**config.mk**
```make
export PLATFORM = sky130hd
export DESIGN_NAME = nts_time_sync
export DESIGN_NICKNAME = d
export VERILOG_FILES = /design/src/logic/nts_pkg.sv /design/src/logic/nts_tick_if.sv /design/src/logic/nts_prescaler.sv /design/src/logic/nts_carry_gen.sv /design/src/logic/nts_time_sync.sv
export VERILOG_INCLUDE_DIRS = /design/src /design/src/logic
export SDC_FILE = /design/constraint.sdc
export NUM_CORES = 1
export LEC_CHECK = 0
export ABC_AREA = 1
export BUFFER_PORTS_ARGS = -buffer_cell sky130_fd_sc_hd__buf_4
export CELL_PAD_IN_SITES_DETAIL_PLACEMENT = 1
export CELL_PAD_IN_SITES_GLOBAL_PLACEMENT = 1
export CORE_ASPECT_RATIO = 0.9
export CORE_MARGIN = 8
export CORE_UTILIZATION = 46
export DETAILED_ROUTE_END_ITERATION = 6
export PLACE_DENSITY = 0.92
export RECOVER_POWER = 25
export SLEW_MARGIN = 20
export SYNTH_ARGS = -nofsm -noshare
export SYNTH_HDL_FRONTEND = slang
export SYNTH_SLANG_ARGS = --single-unit
```
**constraint.sdc**
```tcl
create_clock -name clk -period 8.11 [get_ports clk]
set_clock_uncertainty 0.1 [all_clocks]
set_input_delay 0.4055 -clock clk [delete_from_list [all_inputs] [get_ports clk]]
set_output_delay 0.4055 -clock clk [all_outputs]
set_load 0.02 [all_outputs]
```
**src/logic/nts_regs.svh**
```systemverilog
`ifndef NTS_REGS_SVH
`define NTS_REGS_SVH

// ----------------------------------------------------------------
// register byte addresses
// ----------------------------------------------------------------
`define NTS_ADDR_MODE 8'h00
`define NTS_ADDR_MASTER_ID 8'h02
`define NTS_ADDR_CARRY 8'h04
`define NTS_ADDR_INT_STATUS 8'h06
`define NTS_ADDR_TIME 8'h10
`define NTS_ADDR_PHASE_DIFF 8'h32

// ----------------------------------------------------------------
// field positions and reset values
// ----------------------------------------------------------------
`define NTS_MODE_STAMP_BIT 0
`define NTS_MODE_STOP_BIT 1
`define NTS_CARRY_SRC_BIT 15
`define NTS_CARRY_OFS_HI 12
`define NTS_CARRY_OFS_LO 8
`define NTS_CARRY_SEL_HI 3
`define NTS_CARRY_SEL_LO 0
`define NTS_INT_UNLOCK_BIT 0
`define NTS_DIFF_DIR_BIT 15
`define NTS_MODE_RESET 16'h0000
`define NTS_MASTER_ID_RESET 5'h00
`define NTS_CARRY_RESET 16'h0000

// ----------------------------------------------------------------
// counts
// ----------------------------------------------------------------
`define NTS_PRE_BASE_SHIFT 4'h5
`define NTS_LOCK_WINDOW 16'h0002
`define NTS_SLOW_THRESHOLD 16'h0002
`define NTS_PIN_SYNC_W 13
// built-in offsets in ticks, one per data rate code 0 to 4, codes 5 to 7 share the last
`define NTS_AUTO_OFS_0 5'h01
`define NTS_AUTO_OFS_1 5'h02
`define NTS_AUTO_OFS_2 5'h03
`define NTS_AUTO_OFS_3 5'h04
`define NTS_AUTO_OFS_4 5'h06
`define NTS_AUTO_OFS_5 5'h08

`endif

```
**src/logic/nts_pkg.sv**
```systemverilog
package nts_pkg;
	typedef logic [15:0] nts_time_t;
	typedef logic [4:0] nts_node_t;
	typedef logic [2:0] nts_pre_t;
	typedef logic [3:0] nts_csel_t;
	// gray order along unlocked -> one good -> two good -> locked
	typedef enum logic [1:0] {
		NTS_UNLOCKED = 2'b00,
		NTS_GOOD1 = 2'b01,
		NTS_GOOD2 = 2'b11,
		NTS_LOCKED = 2'b10
	} nts_lock_t;
endpackage : nts_pkg

```
**src/logic/nts_tick_if.sv**
```systemverilog
interface nts_tick_if;
	import nts_pkg::*;
	logic tick;
	logic slowReq;
	logic fastReq;
	logic stop;
	nts_pre_t prescaleSel;
	nts_time_t timeValue;
	nts_csel_t carrySel;
	modport core (input tick, output slowReq, fastReq, stop, prescaleSel, timeValue, carrySel);
	modport prescaler (output tick, input slowReq, fastReq, stop, prescaleSel);
	modport carry (input tick, timeValue, carrySel);
endinterface : nts_tick_if

```
**src/logic/nts_prescaler.sv**
```systemverilog
`include "nts_regs.svh"

module nts_prescaler (
	input wire logic clk,
	input wire logic rst,
	nts_tick_if.prescaler tk
);
	import nts_pkg::*;

	logic [11:0] div_reg;
	logic slowPend_reg;
	logic fastPend_reg;
	logic natural;

	function automatic logic [11:0] divLimit(input nts_pre_t sel);
		logic [12:0] one;
		one = 13'h0001;
		divLimit = 12'((one << (4'(sel) + `NTS_PRE_BASE_SHIFT)) - one);
	endfunction : divLimit

	assign natural = !tk.stop && (div_reg >= divLimit(tk.prescaleSel));

	always_ff @(posedge clk) begin
		if (rst || tk.stop || natural) begin
			div_reg <= 12'h000;
		end else begin
			div_reg <= div_reg + 12'h001;
		end
	end

	// one withheld or added tick per request
	always_ff @(posedge clk) begin
		if (rst || tk.stop) begin
			slowPend_reg <= 1'b0;
			fastPend_reg <= 1'b0;
		end else begin
			slowPend_reg <= tk.slowReq || (slowPend_reg && !natural);
			fastPend_reg <= tk.fastReq || (fastPend_reg && natural);
		end
	end

	// extra tick only lands between natural ones
	assign tk.tick = natural ? !slowPend_reg : (fastPend_reg && !tk.stop);
endmodule : nts_prescaler

```
**src/logic/nts_carry_gen.sv**
```systemverilog
module nts_carry_gen (
	input wire logic clk,
	input wire logic rst,
	nts_tick_if.carry tk,
	output logic carryPulse_n
);
	import nts_pkg::*;

	logic prevBit_reg;
	logic low_reg;
	logic tickDly_reg;
	logic selBit;

	assign selBit = tk.timeValue[tk.carrySel];

	always_ff @(posedge clk) begin
		if (rst) begin
			prevBit_reg <= 1'b0;
			low_reg <= 1'b0;
			tickDly_reg <= 1'b0;
		end else begin
			prevBit_reg <= selBit;
			// the pulse starts two cycles after its tick, so it ends two cycles after a tick too
			tickDly_reg <= tk.tick;
			if (selBit && !prevBit_reg) begin
				low_reg <= 1'b1;
			end else if (tickDly_reg) begin
				low_reg <= 1'b0;
			end
		end
	end

	assign carryPulse_n = !low_reg;
endmodule : nts_carry_gen

```
**src/logic/nts_time_sync.sv**
```systemverilog
// Behaviour
// - stamp enabled puts time in last two bytes
// - master always stamps outgoing packets
// - carry pulse when selected counter digit turns from zero to one
// - carry low pulse lasts one tick
// - even byte read latches odd time byte
// - master when master id equals node id
// - slave uses time only from master packets
// - counter runs freely from power-up
// - first master packet after arming presets counter
// - rearm on reset, stop release, id write
// - slow at +2, speed at -1 or less
// - bit 15 picks automatic or manual offset
// - manual offset is field times one tick
// - standalone or low prescale: automatic offset only
// - unlock flag in status, drives interrupt pin in standalone mode only
// - three good receptions within two clear unlock
// - difference beyond two sets unlock
// - master flag zero until id makes master
// - standalone master flag zero in reset, then set when pin id equals node id
// - phase difference sign and magnitude readout
// - even byte read latches odd difference byte
// - prescaler divides crystal 1:32 to 1:4096
`include "nts_regs.svh"

module nts_time_sync (
	input wire logic clk,
	input wire logic rst,
	input wire logic softReset,
	input wire logic hostRd,
	input wire logic hostWr,
	input wire logic [7:0] hostAddr,
	input wire logic [15:0] hostWdata,
	input wire logic hostByteMode,
	output logic [15:0] hostRdata,
	input wire nts_pkg::nts_node_t nodeId,
	input wire logic [2:0] dataRateSel,
	input wire logic rxTimeValid,
	input wire nts_pkg::nts_node_t rxSourceId,
	input wire nts_pkg::nts_time_t rxTime,
	output logic txStampInsert,
	output nts_pkg::nts_time_t txStampValue,
	input wire logic standaloneMode,
	input wire nts_pkg::nts_pre_t time_prescale_select,
	input wire nts_pkg::nts_csel_t carryDigitSelectPins,
	input wire nts_pkg::nts_node_t masterNodeIdentifierPins,
	output logic time_carry_pulse_n,
	output logic interrupt_out_n,
	output logic sync_unlock_flag,
	output logic time_master_node
);
	import nts_pkg::*;

	// ----------------------------------------------------------------
	// pin synchronisers
	// ----------------------------------------------------------------
	// pins sit outside the clock domain; a value is taken once stages two and three agree
	logic [`NTS_PIN_SYNC_W-1:0] pinRaw;
	logic [`NTS_PIN_SYNC_W-1:0] pinS1_reg;
	logic [`NTS_PIN_SYNC_W-1:0] pinS2_reg;
	logic [`NTS_PIN_SYNC_W-1:0] pinS3_reg;
	logic [`NTS_PIN_SYNC_W-1:0] pin_reg;

	assign pinRaw = {standaloneMode, time_prescale_select, carryDigitSelectPins, masterNodeIdentifierPins};

	always_ff @(posedge clk) begin
		if (rst) begin
			pinS1_reg <= '0;
			pinS2_reg <= '0;
			pinS3_reg <= '0;
		end else begin
			pinS1_reg <= pinRaw;
			pinS2_reg <= pinS1_reg;
			pinS3_reg <= pinS2_reg;
		end
	end

	always_ff @(posedge clk) begin
		if (rst) begin
			pin_reg <= '0;
		end else begin
			for (int i = 0; i < `NTS_PIN_SYNC_W; i++) begin
				if (pinS2_reg[i] == pinS3_reg[i]) begin
					pin_reg[i] <= pinS3_reg[i];
				end
			end
		end
	end

	logic standalone;
	nts_pre_t prescaleSel;
	nts_csel_t carrySelPin;
	nts_node_t masterIdPin;

	assign standalone = pin_reg[12];
	assign prescaleSel = pin_reg[11:9];
	assign carrySelPin = pin_reg[8:5];
	assign masterIdPin = pin_reg[4:0];

	// ----------------------------------------------------------------
	// host registers
	// ----------------------------------------------------------------
	logic [15:0] mode_reg;
	nts_node_t masterNodeIdentifier_reg;
	logic [15:0] carryControl_reg;
	logic [7:0] timeHiLatch_reg;
	logic [7:0] diffHiLatch_reg;
	logic [15:0] rdata_reg;
	logic [7:0] wordAddr;
	logic wrLo;
	logic wrHi;
	logic timestampSendEnable;
	logic timeCountStop;

	assign wordAddr = {hostAddr[7:1], 1'b0};
	// byte bus writes one lane; word bus writes both
	assign wrLo = hostWr && (!hostByteMode || !hostAddr[0]);
	assign wrHi = hostWr && (!hostByteMode || hostAddr[0]);
	assign timestampSendEnable = mode_reg[`NTS_MODE_STAMP_BIT];
	assign timeCountStop = mode_reg[`NTS_MODE_STOP_BIT];

	function automatic logic [15:0] mergeWrite(input logic [15:0] old, input logic lo, input logic hi,
		input logic byteMode, input logic [15:0] wd);
		logic [15:0] res;
		res = old;
		if (lo) begin
			res[7:0] = wd[7:0];
		end
		if (hi) begin
			res[15:8] = byteMode ? wd[7:0] : wd[15:8];
		end
		mergeWrite = res;
	endfunction : mergeWrite

	logic masterIdWrite;
	assign masterIdWrite = wrLo && (wordAddr == `NTS_ADDR_MASTER_ID);

	always_ff @(posedge clk) begin
		if (rst || softReset) begin
			mode_reg <= `NTS_MODE_RESET;
			carryControl_reg <= `NTS_CARRY_RESET;
		end else begin
			if (wordAddr == `NTS_ADDR_MODE) begin
				mode_reg <= mergeWrite(mode_reg, wrLo, wrHi, hostByteMode, hostWdata);
			end
			if (wordAddr == `NTS_ADDR_CARRY) begin
				carryControl_reg <= mergeWrite(carryControl_reg, wrLo, wrHi, hostByteMode, hostWdata);
			end
		end
	end

	// id survives a soft reset; the master role waits for the next id write
	always_ff @(posedge clk) begin
		if (rst) begin
			masterNodeIdentifier_reg <= `NTS_MASTER_ID_RESET;
		end else if (masterIdWrite) begin
			masterNodeIdentifier_reg <= hostWdata[4:0];
		end
	end

	// ----------------------------------------------------------------
	// role and offset selection
	// ----------------------------------------------------------------
	nts_node_t masterId;
	logic isMaster;
	nts_csel_t carryDigitSelect;
	logic manualOffsetAllowed;
	logic [4:0] offsetTicks;
	logic masterIdValid_reg;

	assign masterId = standalone ? masterIdPin : masterNodeIdentifier_reg;
	assign carryDigitSelect = standalone ? carrySelPin : carryControl_reg[`NTS_CARRY_SEL_HI:`NTS_CARRY_SEL_LO];
	// in peripheral mode the node is no master until software has written the id
	assign isMaster = (masterId == nodeId) && (standalone || masterIdValid_reg);

	always_ff @(posedge clk) begin
		if (rst || softReset) begin
			masterIdValid_reg <= 1'b0;
		end else if (masterIdWrite) begin
			masterIdValid_reg <= 1'b1;
		end
	end

	function automatic logic [4:0] autoOffset(input logic [2:0] rate);
		case (rate)
			3'h0: autoOffset = `NTS_AUTO_OFS_0;
			3'h1: autoOffset = `NTS_AUTO_OFS_1;
			3'h2: autoOffset = `NTS_AUTO_OFS_2;
			3'h3: autoOffset = `NTS_AUTO_OFS_3;
			3'h4: autoOffset = `NTS_AUTO_OFS_4;
			default: autoOffset = `NTS_AUTO_OFS_5;
		endcase
	endfunction : autoOffset

	assign manualOffsetAllowed = !standalone && prescaleSel[2];
	assign offsetTicks = (carryControl_reg[`NTS_CARRY_SRC_BIT] && manualOffsetAllowed) ?
		carryControl_reg[`NTS_CARRY_OFS_HI:`NTS_CARRY_OFS_LO] : autoOffset(dataRateSel);

	// ----------------------------------------------------------------
	// time counter and tick source
	// ----------------------------------------------------------------
	nts_tick_if tk ();
	nts_time_t time_reg;
	nts_time_t masterTime;
	logic [15:0] diff;
	logic [15:0] absDiff;
	logic fromMaster;
	logic presetArmed_reg;
	logic stopPrev_reg;
	logic doPreset;
	logic doTrack;

	nts_prescaler u_prescaler (
		.clk(clk),
		.rst(rst),
		.tk(tk.prescaler)
	);

	assign tk.stop = timeCountStop;
	assign tk.prescaleSel = prescaleSel;
	assign tk.timeValue = time_reg;
	assign tk.carrySel = carryDigitSelect;

	// received time is advanced by the transfer offset before comparison
	assign masterTime = rxTime + 16'(offsetTicks);
	assign fromMaster = rxTimeValid && !isMaster && (rxSourceId == masterId);
	assign doPreset = fromMaster && presetArmed_reg;
	assign doTrack = fromMaster && !presetArmed_reg;
	assign diff = time_reg - masterTime;
	assign absDiff = diff[15] ? (16'h0000 - diff) : diff;

	always_ff @(posedge clk) begin
		if (rst || softReset) begin
			time_reg <= '0;
		end else if (doPreset) begin
			time_reg <= masterTime;
		end else if (tk.tick) begin
			time_reg <= time_reg + 16'h0001;
		end
	end

	always_ff @(posedge clk) begin
		if (rst) begin
			stopPrev_reg <= 1'b0;
		end else begin
			stopPrev_reg <= timeCountStop;
		end
	end

	// a rearm event in the same cycle as a reception wins, so the next one presets
	always_ff @(posedge clk) begin
		if (rst || softReset || masterIdWrite || (stopPrev_reg && !timeCountStop)) begin
			presetArmed_reg <= 1'b1;
		end else if (doPreset) begin
			presetArmed_reg <= 1'b0;
		end
	end

	// +2 or more: local is ahead, withhold; negative: add
	assign tk.slowReq = doTrack && !diff[15] && (diff >= `NTS_SLOW_THRESHOLD);
	assign tk.fastReq = doTrack && diff[15];

	// ----------------------------------------------------------------
	// lock tracking
	// ----------------------------------------------------------------
	nts_lock_t lock_reg;
	nts_lock_t lock_next;
	logic withinWindow;

	assign withinWindow = absDiff <= `NTS_LOCK_WINDOW;

	always_comb begin
		lock_next = lock_reg;
		if (doTrack) begin
			if (!withinWindow) begin
				lock_next = NTS_UNLOCKED;
			end else begin
				case (lock_reg)
					NTS_UNLOCKED: lock_next = NTS_GOOD1;
					NTS_GOOD1: lock_next = NTS_GOOD2;
					NTS_GOOD2: lock_next = NTS_LOCKED;
					NTS_LOCKED: lock_next = NTS_LOCKED;
					default: lock_next = NTS_UNLOCKED;
				endcase
			end
		end else if (doPreset) begin
			// the preset itself proves nothing about phase
			lock_next = NTS_UNLOCKED;
		end
	end

	// a master is locked by definition once its role is known
	always_ff @(posedge clk) begin
		if (rst || softReset) begin
			lock_reg <= NTS_UNLOCKED;
		end else if (isMaster) begin
			lock_reg <= NTS_LOCKED;
		end else begin
			lock_reg <= lock_next;
		end
	end

	assign sync_unlock_flag = (lock_reg != NTS_LOCKED);
	assign interrupt_out_n = standalone ? !sync_unlock_flag : 1'b1;
	assign time_master_node = isMaster;

	// ----------------------------------------------------------------
	// phase difference
	// ----------------------------------------------------------------
	logic [15:0] phaseDiff_reg;

	always_ff @(posedge clk) begin
		if (rst || softReset) begin
			phaseDiff_reg <= '0;
		end else if (doTrack) begin
			phaseDiff_reg <= {diff[15], absDiff[14:0]};
		end
	end

	// ----------------------------------------------------------------
	// transmit stamp
	// ----------------------------------------------------------------
	assign txStampInsert = timestampSendEnable || isMaster;
	assign txStampValue = time_reg;

	// ----------------------------------------------------------------
	// carry output
	// ----------------------------------------------------------------
	nts_carry_gen u_carry (
		.clk(clk),
		.rst(rst),
		.tk(tk.carry),
		.carryPulse_n(time_carry_pulse_n)
	);

	// ----------------------------------------------------------------
	// read path
	// ----------------------------------------------------------------
	// odd bytes of the two live values come from a latch filled by the even read
	always_ff @(posedge clk) begin
		if (rst) begin
			timeHiLatch_reg <= '0;
			diffHiLatch_reg <= '0;
		end else if (hostRd && hostByteMode && !hostAddr[0]) begin
			if (wordAddr == `NTS_ADDR_TIME) begin
				timeHiLatch_reg <= time_reg[15:8];
			end
			if (wordAddr == `NTS_ADDR_PHASE_DIFF) begin
				diffHiLatch_reg <= phaseDiff_reg[15:8];
			end
		end
	end

	function automatic logic [15:0] byteSel(input logic [15:0] word, input logic [7:0] hiLatch,
		input logic byteMode, input logic odd);
		if (!byteMode) begin
			byteSel = word;
		end else if (odd) begin
			byteSel = {8'h00, hiLatch};
		end else begin
			byteSel = {8'h00, word[7:0]};
		end
	endfunction : byteSel

	logic [15:0] rdWord;

	always_comb begin
		case (wordAddr)
			`NTS_ADDR_MODE: rdWord = mode_reg;
			`NTS_ADDR_MASTER_ID: rdWord = {11'h000, masterNodeIdentifier_reg};
			`NTS_ADDR_CARRY: rdWord = carryControl_reg;
			`NTS_ADDR_INT_STATUS: rdWord = {15'h0000, sync_unlock_flag};
			default: rdWord = 16'h0000;
		endcase
	end

	always_ff @(posedge clk) begin
		if (rst) begin
			rdata_reg <= '0;
		end else if (hostRd) begin
			if (wordAddr == `NTS_ADDR_TIME) begin
				rdata_reg <= byteSel(time_reg, timeHiLatch_reg, hostByteMode, hostAddr[0]);
			end else if (wordAddr == `NTS_ADDR_PHASE_DIFF) begin
				rdata_reg <= byteSel(phaseDiff_reg, diffHiLatch_reg, hostByteMode, hostAddr[0]);
			end else begin
				rdata_reg <= byteSel(rdWord, rdWord[15:8], hostByteMode, hostAddr[0]);
			end
		end
	end

	assign hostRdata = rdata_reg;
endmodule : nts_time_sync

```
==> results.cfg, run 1 <==
[status]
status = finished with violations
violations = max-capacitance violations, max-slew violations

[timing]
fmax_mhz = 157
tns_ns = 0
slew_headroom_pct = -142
hold_viol = 0
finalCriticalPeriod_ns = 6.35
post-route-period-util_pct = 78.3
finalSetupViolCount = 0
slew_viol_final = 77
worst_pin_slew_ns = 3.63
grt_setup_unrepaired = false

[pwr]
swShare_pct = 30.4
p_switching_mw = 0.672
leakage_nw = 5.01
seq_power_share_pct = 40.8
pwr-share-clk_pct = 40.5
ir_worst_vdd_v = 0.000132
cellPowerDensity_nw_per_um2 = 194
internal_power_mw = 1.54
share_comb_of_total_power_pct = 18.7

[placed_design]
dp_hpwl_mm = 27.6
gp_congestion = 0.982
dpl-instance-area_um2 = 10800
io_buffers = 109

[yosys]
ys_ff_latch = 175
async_flop_share_pct = 0
synth.distinct_cells = 53
yosysWarningCount = 0
synthCells = 1446
yosysSeqAreaShare_pct = 35.7
syn_area_per_cell_um2 = 6.79
synth_edf_count = 0
synth_ff_type = dfxtp_1
synth_area_um2 = 9810

[drt]
avgRoutedWirePerCell_um = 20.0
first_iter_violations = 799
via_count = 10426
drt_drc_violations_left = 0
antenna_left = 0
routed_wl_mm = 36.6
drt-pass1-iter-count = 5
via_per_inst = 5.70

[die]
start_util_pct = 47.0
die_h_um = 155
fp.dieW_um = 170
core_um2 = 20900
die_area_um2 = 26300
io_pins = 110
row_count = 50

[layout]
final_common_cell = nand2_1
drive_above_1_share_pct = 10.4
final_util_pct = 54.6
layout_common_cells = 271 x nand2_1, 216 x inv_1, 175 x dfxtp_1, 172 x nor2_1, 132 x o21ai_0
area_growth_pct = 16.3
stdcell_area_um2 = 11400
layout.nets = 1642
antennaDiodeCount = 0

[setup_path]
setup.worst_path.end_class = flip-flop
critical_path_class = reg2reg
reg2reg_depth = 30
worstPathRequired_ns = 8.38
worstReg2RegStart = pin_reg[12]
r2r_end = lock_reg[0]
cp_data_arrival_time_ns = 6.62
rrSetupSlack_ns = 1.76
slowest_stage = nor3_1
cpPeakStageDelay_ns = 0.75
cp_num_buf_inv = 4
critPathMaxFanout = 23
cpLargestDelayFamily = simple AND/OR/NAND/NOR gates
startpoint_type = flip-flop

[clocking]
cts_setup_buffers = 0
h-tree-depth = 4
cts_root_buffer = clkbuf_16
cts_buffers = 17
cts_resized = 0
clk_latency_ns = 0.44
clkSinkCount = 175
clk_path_buf_depth = 2
cts.clk_slew.worst_paths_ns = 0.07
hold_buffers = 0
cts_tree = done

[grt]
met3_usage_pct = 4.99
grt_antenna_before_repair = 0
gr-usage-all-layers_pct = 27.7
grt_pass1_vias = 10845
grt_use_met1_pct = 34.9
met2_usage_pct = 46.3
grt_pass1_wl_mm = 57.8
grt_remaining_overflow = 0
busiest_layer = met2
grt_start_max_net_pins = 77

[flow_run]
cap_viol_max_count = 1

[hold_path]
min_to = pinS1_reg[9]
whs_path_depth = 3
hp-start = time_prescale_select[0]
hp-class = in2reg
==> worst register-to-register path: cells and delay by family, from the launching register on <==
family	cells	cell delay (ns)
compound gates	6	0.96
xor+xnor	1	0.32
fa+ha+maj	2	0.83
buf+inv	4	0.63
flops	1	0.56
simple gates	17	2.90
==> power by group through the flow <==
stage	Sequential, mW	Clock [mW]	Combinational (mW)
2_1_floorplan	0.917	0	0.260
3_3_place_gp	0.919	0	0.387
3_5_place_dp	0.920	0	0.401
4_1_cts	0.901	0.902	0.407
5_1_grt	0.902	0.936	0.457
6_report	0.901	0.896	0.414
==> stage by stage <==
| stage | hold slack (ns) | setup WS [ns] | cells | total power, mW |
|---|---|---|---|---|
| 6_report | 0.0697 | 1.76 | 1829 | 2.21 |
| 4_1_cts | 0.0604 | 1.90 | 1829 | 2.21 |
| 5_1_grt | 0.0695 | 1.25 | 1829 | 2.30 |
| 2_1_floorplan | 0.288 | 3.57 | 1448 | 1.18 |
| 3_5_place_dp | 0.300 | 1.97 | 1798 | 1.32 |
| 3_3_place_gp | 0.295 | 2.36 | 1798 | 1.31 |
==> logic make-up after synthesis <==
family / Yosys count / share of synthesized area (%)
AND/OR/NAND/NOR: 576 / 25.0
AO/OA/AOI/OAI: 341 / 19.7
buffers and inverters: 271 / 10.6
flip-flops: 175 / 35.7
XOR/XNOR: 42 / 3.83
adder cells (fa/ha/maj): 38 / 5.00
other: 2 / 0.0765
multiplexers: 1 / 0.102
==> worst max path at each step <==
stage / from / slack (ns) / depth (start not counted) / to
after floorplan: pin_reg[12] / 3.57 / 34 / lock_reg[1]
after global placement: pin_reg[12] / 2.36 / 28 / lock_reg[1]
after detailed placement: pin_reg[12] / 1.97 / 30 / lock_reg[1]
after CTS: pin_reg[12] / 1.90 / 30 / lock_reg[0]
after global routing: pin_reg[12] / 1.25 / 30 / lock_reg[0]
final: pin_reg[12] / 1.76 / 30 / lock_reg[0]
==> Yosys cell counts (2+ instances only) <==
master / count / area share, %
nand2_1: 271 / 10
inv_1: 216 / 8.3
dfxtp_1: 175 / 36
nor2_1: 173 / 6.6
o21ai_0: 132 / 6.7
a21oi_1: 111 / 5.7
nand3_1: 66 / 3.4
clkbuf_1: 36 / 1.4
ha_1: 36 / 4.6
xor2_1: 29 / 2.6
a211oi_1: 28 / 2.1
a31oi_1: 19 / 1.2
nand4_1: 19 / 1.2
o211ai_1: 15 / 1.1
nor3_1: 14 / 0.71
xnor2_1: 12 / 1.1
nand2_2: 9 / 0.57
o221ai_1: 9 / 0.80
buf_2: 7 / 0.36
o22ai_1: 6 / 0.38
o31ai_1: 6 / 0.46
nand3b_1: 5 / 0.38
inv_2: 4 / 0.15
nor3b_1: 4 / 0.31
o21ai_1: 4 / 0.20
clkinv_1: 3 / 0.11
nor2_2: 3 / 0.19
a22oi_1: 2 / 0.15
buf_1: 2 / 0.077
buf_4: 2 / 0.15
conb_1: 2 / 0.077
fa_1: 2 / 0.41
nand2_4: 2 / 0.23
nand3_4: 2 / 0.36
o21bai_1: 2 / 0.15
==> layer usage <==
layer	part of all wire, %	routed length (um)
met5	0	0
met4	3.2	1180
met3	6.2	2280
met2	48	17500
met1	43	15700
==> final cells by class <==
type,instances,area (um^2)
well taps,286,358
fillers,2804,9480
repair buffers,112,811
clock buffers,20,447
inverters,223,837
multi-input cells,1002,5280
flip-flops and latches,175,3500
clock inverters,11,178
No activity file was read; power rests on OpenSTA's default activity.
==> inputs of run 2 (changes only) <==
- ABC_AREA: 1 -> 0
- CORE_UTILIZATION: 46 -> 45
- PLACE_DENSITY: 0.92 -> 0.87
- clock period: 8.11 -> 6.08 ns (I/O delays scaled with it)
==> run 2 against run 1 <==
  * The run still ends with max-capacitance violations, max-slew violations left
  * Routed wire length decreased by 7.2%
  * Critical path depth decreased by 10
  * Sequential share of layout area decreased by 0.77 points
  * Design area increased by 2.6%
  * Clock power increased by 32%
  * Critical path type unchanged
  * Critical endpoint unchanged
  * Largest cell class unchanged
==> results.cfg, run 2 <==
[setup_path]
worstPathRequired_ns = 6.36
reg2reg_depth = 20
crit_start = pin_reg[12]
critical_path_class = reg2reg
worstReg2RegStart = pin_reg[12]
rrSetupSlack_ns = 0.1
startpoint_type = flip-flop
cp_data_arrival_time_ns = 6.26
setup.worst_path.end_class = flip-flop
critPathMaxFanout = 11
r2r_end = lock_reg[0]

[drt]
avgRoutedWirePerCell_um = 21.8
first_iter_violations = 830
via_per_inst = 6.01
via_count = 9368
antenna_left = 0
drt-met1-wl_mm = 14.5
drt-pass1-iter-count = 5
dr_wl_met3_mm = 2.17
routed_wl_mm = 34.0
drt_drc_violations_left = 0
dr_wl_met2_mm = 16.1
topRoutingLayerUsed = met4

[timing]
fmax_mhz = 167
slew_viol_final = 97
fin_hold_ws_ns = 0.00428
hold_viol = 0
finalCriticalPeriod_ns = 5.98
worst_pin_slew_ns = 4.23
finalSetupViolCount = 0
post-route-period-util_pct = 98.4
slew_headroom_pct = -182

[status]
violations = max-capacitance violations, max-slew violations
status = finished with violations

[die]
die_area_um2 = 26700
row_count = 51
core_um2 = 21500
fp.dieW_um = 171
die_h_um = 156
start_util_pct = 45.4
io_pins = 110

[yosys]
yosysSeqAreaShare_pct = 35.9
synth_area_um2 = 9770
synth_largest_area_cell = dfxtp_1
synth_top_cell_area_share_pct = 35.9
yosysMostFrequentCell = dfxtp_1
async_flop_share_pct = 0
synthCells = 1139
synth_ff_type = dfxtp_1
yosysWarningCount = 0
synth_edf_count = 0
ys_top_cells_by_count = 175 x dfxtp_1, 117 x nor2_1, 107 x nand2_1
synth.distinct_cells = 91
syn_area_per_cell_um2 = 8.58
synthTopCellsByArea = dfxtp_1 36%, mux2i_1 6.4%, a21oi_1 4.7%
ys_ff_latch = 175

[clocking]
cts_tree = done
cts.clk_slew.worst_paths_ns = 0.07
cts_buffers = 17
clk_latency_ns = 0.44
clkSinkCount = 175
clk_path_buf_depth = 2
h-tree-depth = 4
cts_root_buffer = clkbuf_16

[grt]
gr-usage-all-layers_pct = 24.7
grt_start_max_net_pins = 97
grt_pass1_wl_mm = 51.9
grt_pass1_vias = 9427
grt_antenna_before_repair = 2
grt_remaining_overflow = 0

[layout]
final_util_pct = 54.5
layout.nets = 1364
drive_above_1_share_pct = 17.5
layout_common_cells = 174 x dfxtp_1, 135 x buf_4, 116 x nor2_1, 107 x nand2_1, 92 x a21oi_1
area_growth_pct = 19.8
final_common_cell = dfxtp_1

[placed_design]
io_buffers = 109
gp_congestion = 0.938
dp_hpwl_mm = 23.8

[pwr]
leakage_nw = 4.59
ir_worst_vdd_v = 0.000165
cellPowerDensity_nw_per_um2 = 239

[hold_path]
min_to = pinS1_reg[5]
hp-class = in2reg
whs_path_depth = 2
hp-start = carryDigitSelectPins[0]

[flow_run]
cap_viol_max_count = 1
==> run 2: changes by cell type after synthesis, moves of 19 or more <==
cell     delta
inv_1     -191
nand2_1   -164
o21ai_0    -85
mux2i_1    +61
nor2b_1    +58
nor2_1     -56
nand3_1    -46
xnor2_1    +32
a21oi_1    -19
==> run 2: stage by stage <==
step	area [um^2]	setup slack, ns	std cells	total power [mW]	TNS [ns]
floorplan	9780	0.108	1141	1.47	0
global placement	10800	0.306	1502	1.60	0
detailed placement	10800	0.0884	1502	1.61	0
CTS	11600	0.0223	1543	2.78	0
global route	11700	-0.130	1559	2.88	-0.208
finish	11700	0.0968	1559	2.80	0
==> run 2: cell type report <==
class,instances,area (um^2)
Antenna cell,2,5.00
Inverter,26,97.6
Sequential cell,175,3500
Clock inverter,14,195
Timing Repair Buffer,146,1110
Multi-Input combinational cell,887,5990
Clock buffer,18,439
Tap cell,291,364
Fill cell,2575,9790
==> run 2: logic make-up after synthesis <==
kind of cell / synth area share (%)
AND/OR/NAND/NOR: 21.1
multiplexers: 7.89
other: 0.0769
flip-flops: 35.9
AO/OA/AOI/OAI: 19.6
buffers and inverters: 3.39
XOR/XNOR: 7.03
adder cells (fa/ha/maj): 5.02
==> run 2: routing by layer <==
layer | global-route usage, % | vias to the layer above
met3 | 4.00 | 90
met1 | 31.0 | 4605
li1 | - | 4291
met4 | 10.6 | 0
met2 | 41.3 | 382
met5 | 0 | -
==> run 2: timing repair <==
item,4_1_cts,5_1_grt
resized for setup,0,14
setup buffers,0,14
setup endpoints to repair,0,2
hold buffers,9,0
endpoints found under the hold margin,9,0
==> run 2: worst max-delay path: stages, from the launching register on <==
cell and delay, ns:
dfxtp_1 0.31, nand3b_1 0.28, mux2_4 0.36, ha_2 0.19, fa_2 0.40, a211o_1 0.34, a21oi_2 0.17, nor2b_1 0.08
xnor2_1 0.24, ha_1 0.33, a2111o_1 0.40, o211a_1 0.27, or4_4 0.45, nand3_4 0.14, o211a_2 0.30, nor2_4 0.10
or3_1 0.42, a211oi_2 0.22, or4b_4 0.52, o21ai_1 0.15, and3_1 0.16
==> run 2: how the worst max path moves through the flow <==
stage	to	cells past startpoint
3_5_place_dp	lock_reg[0]	20
2_1_floorplan	lock_reg[0]	22
3_3_place_gp	lock_reg[1]	20
6_report	lock_reg[0]	20
5_1_grt	lock_reg[0]	20
4_1_cts	lock_reg[0]	20
==> run 2: where the power goes <==
| part | switching, mW | internal (mW) |
|---|---|---|
| sequential | 0.0147 | 1.16 |
| combinational | 0.251 | 0.188 |
| clock | 0.541 | 0.642 |
| total | 0.807 | 1.99 |
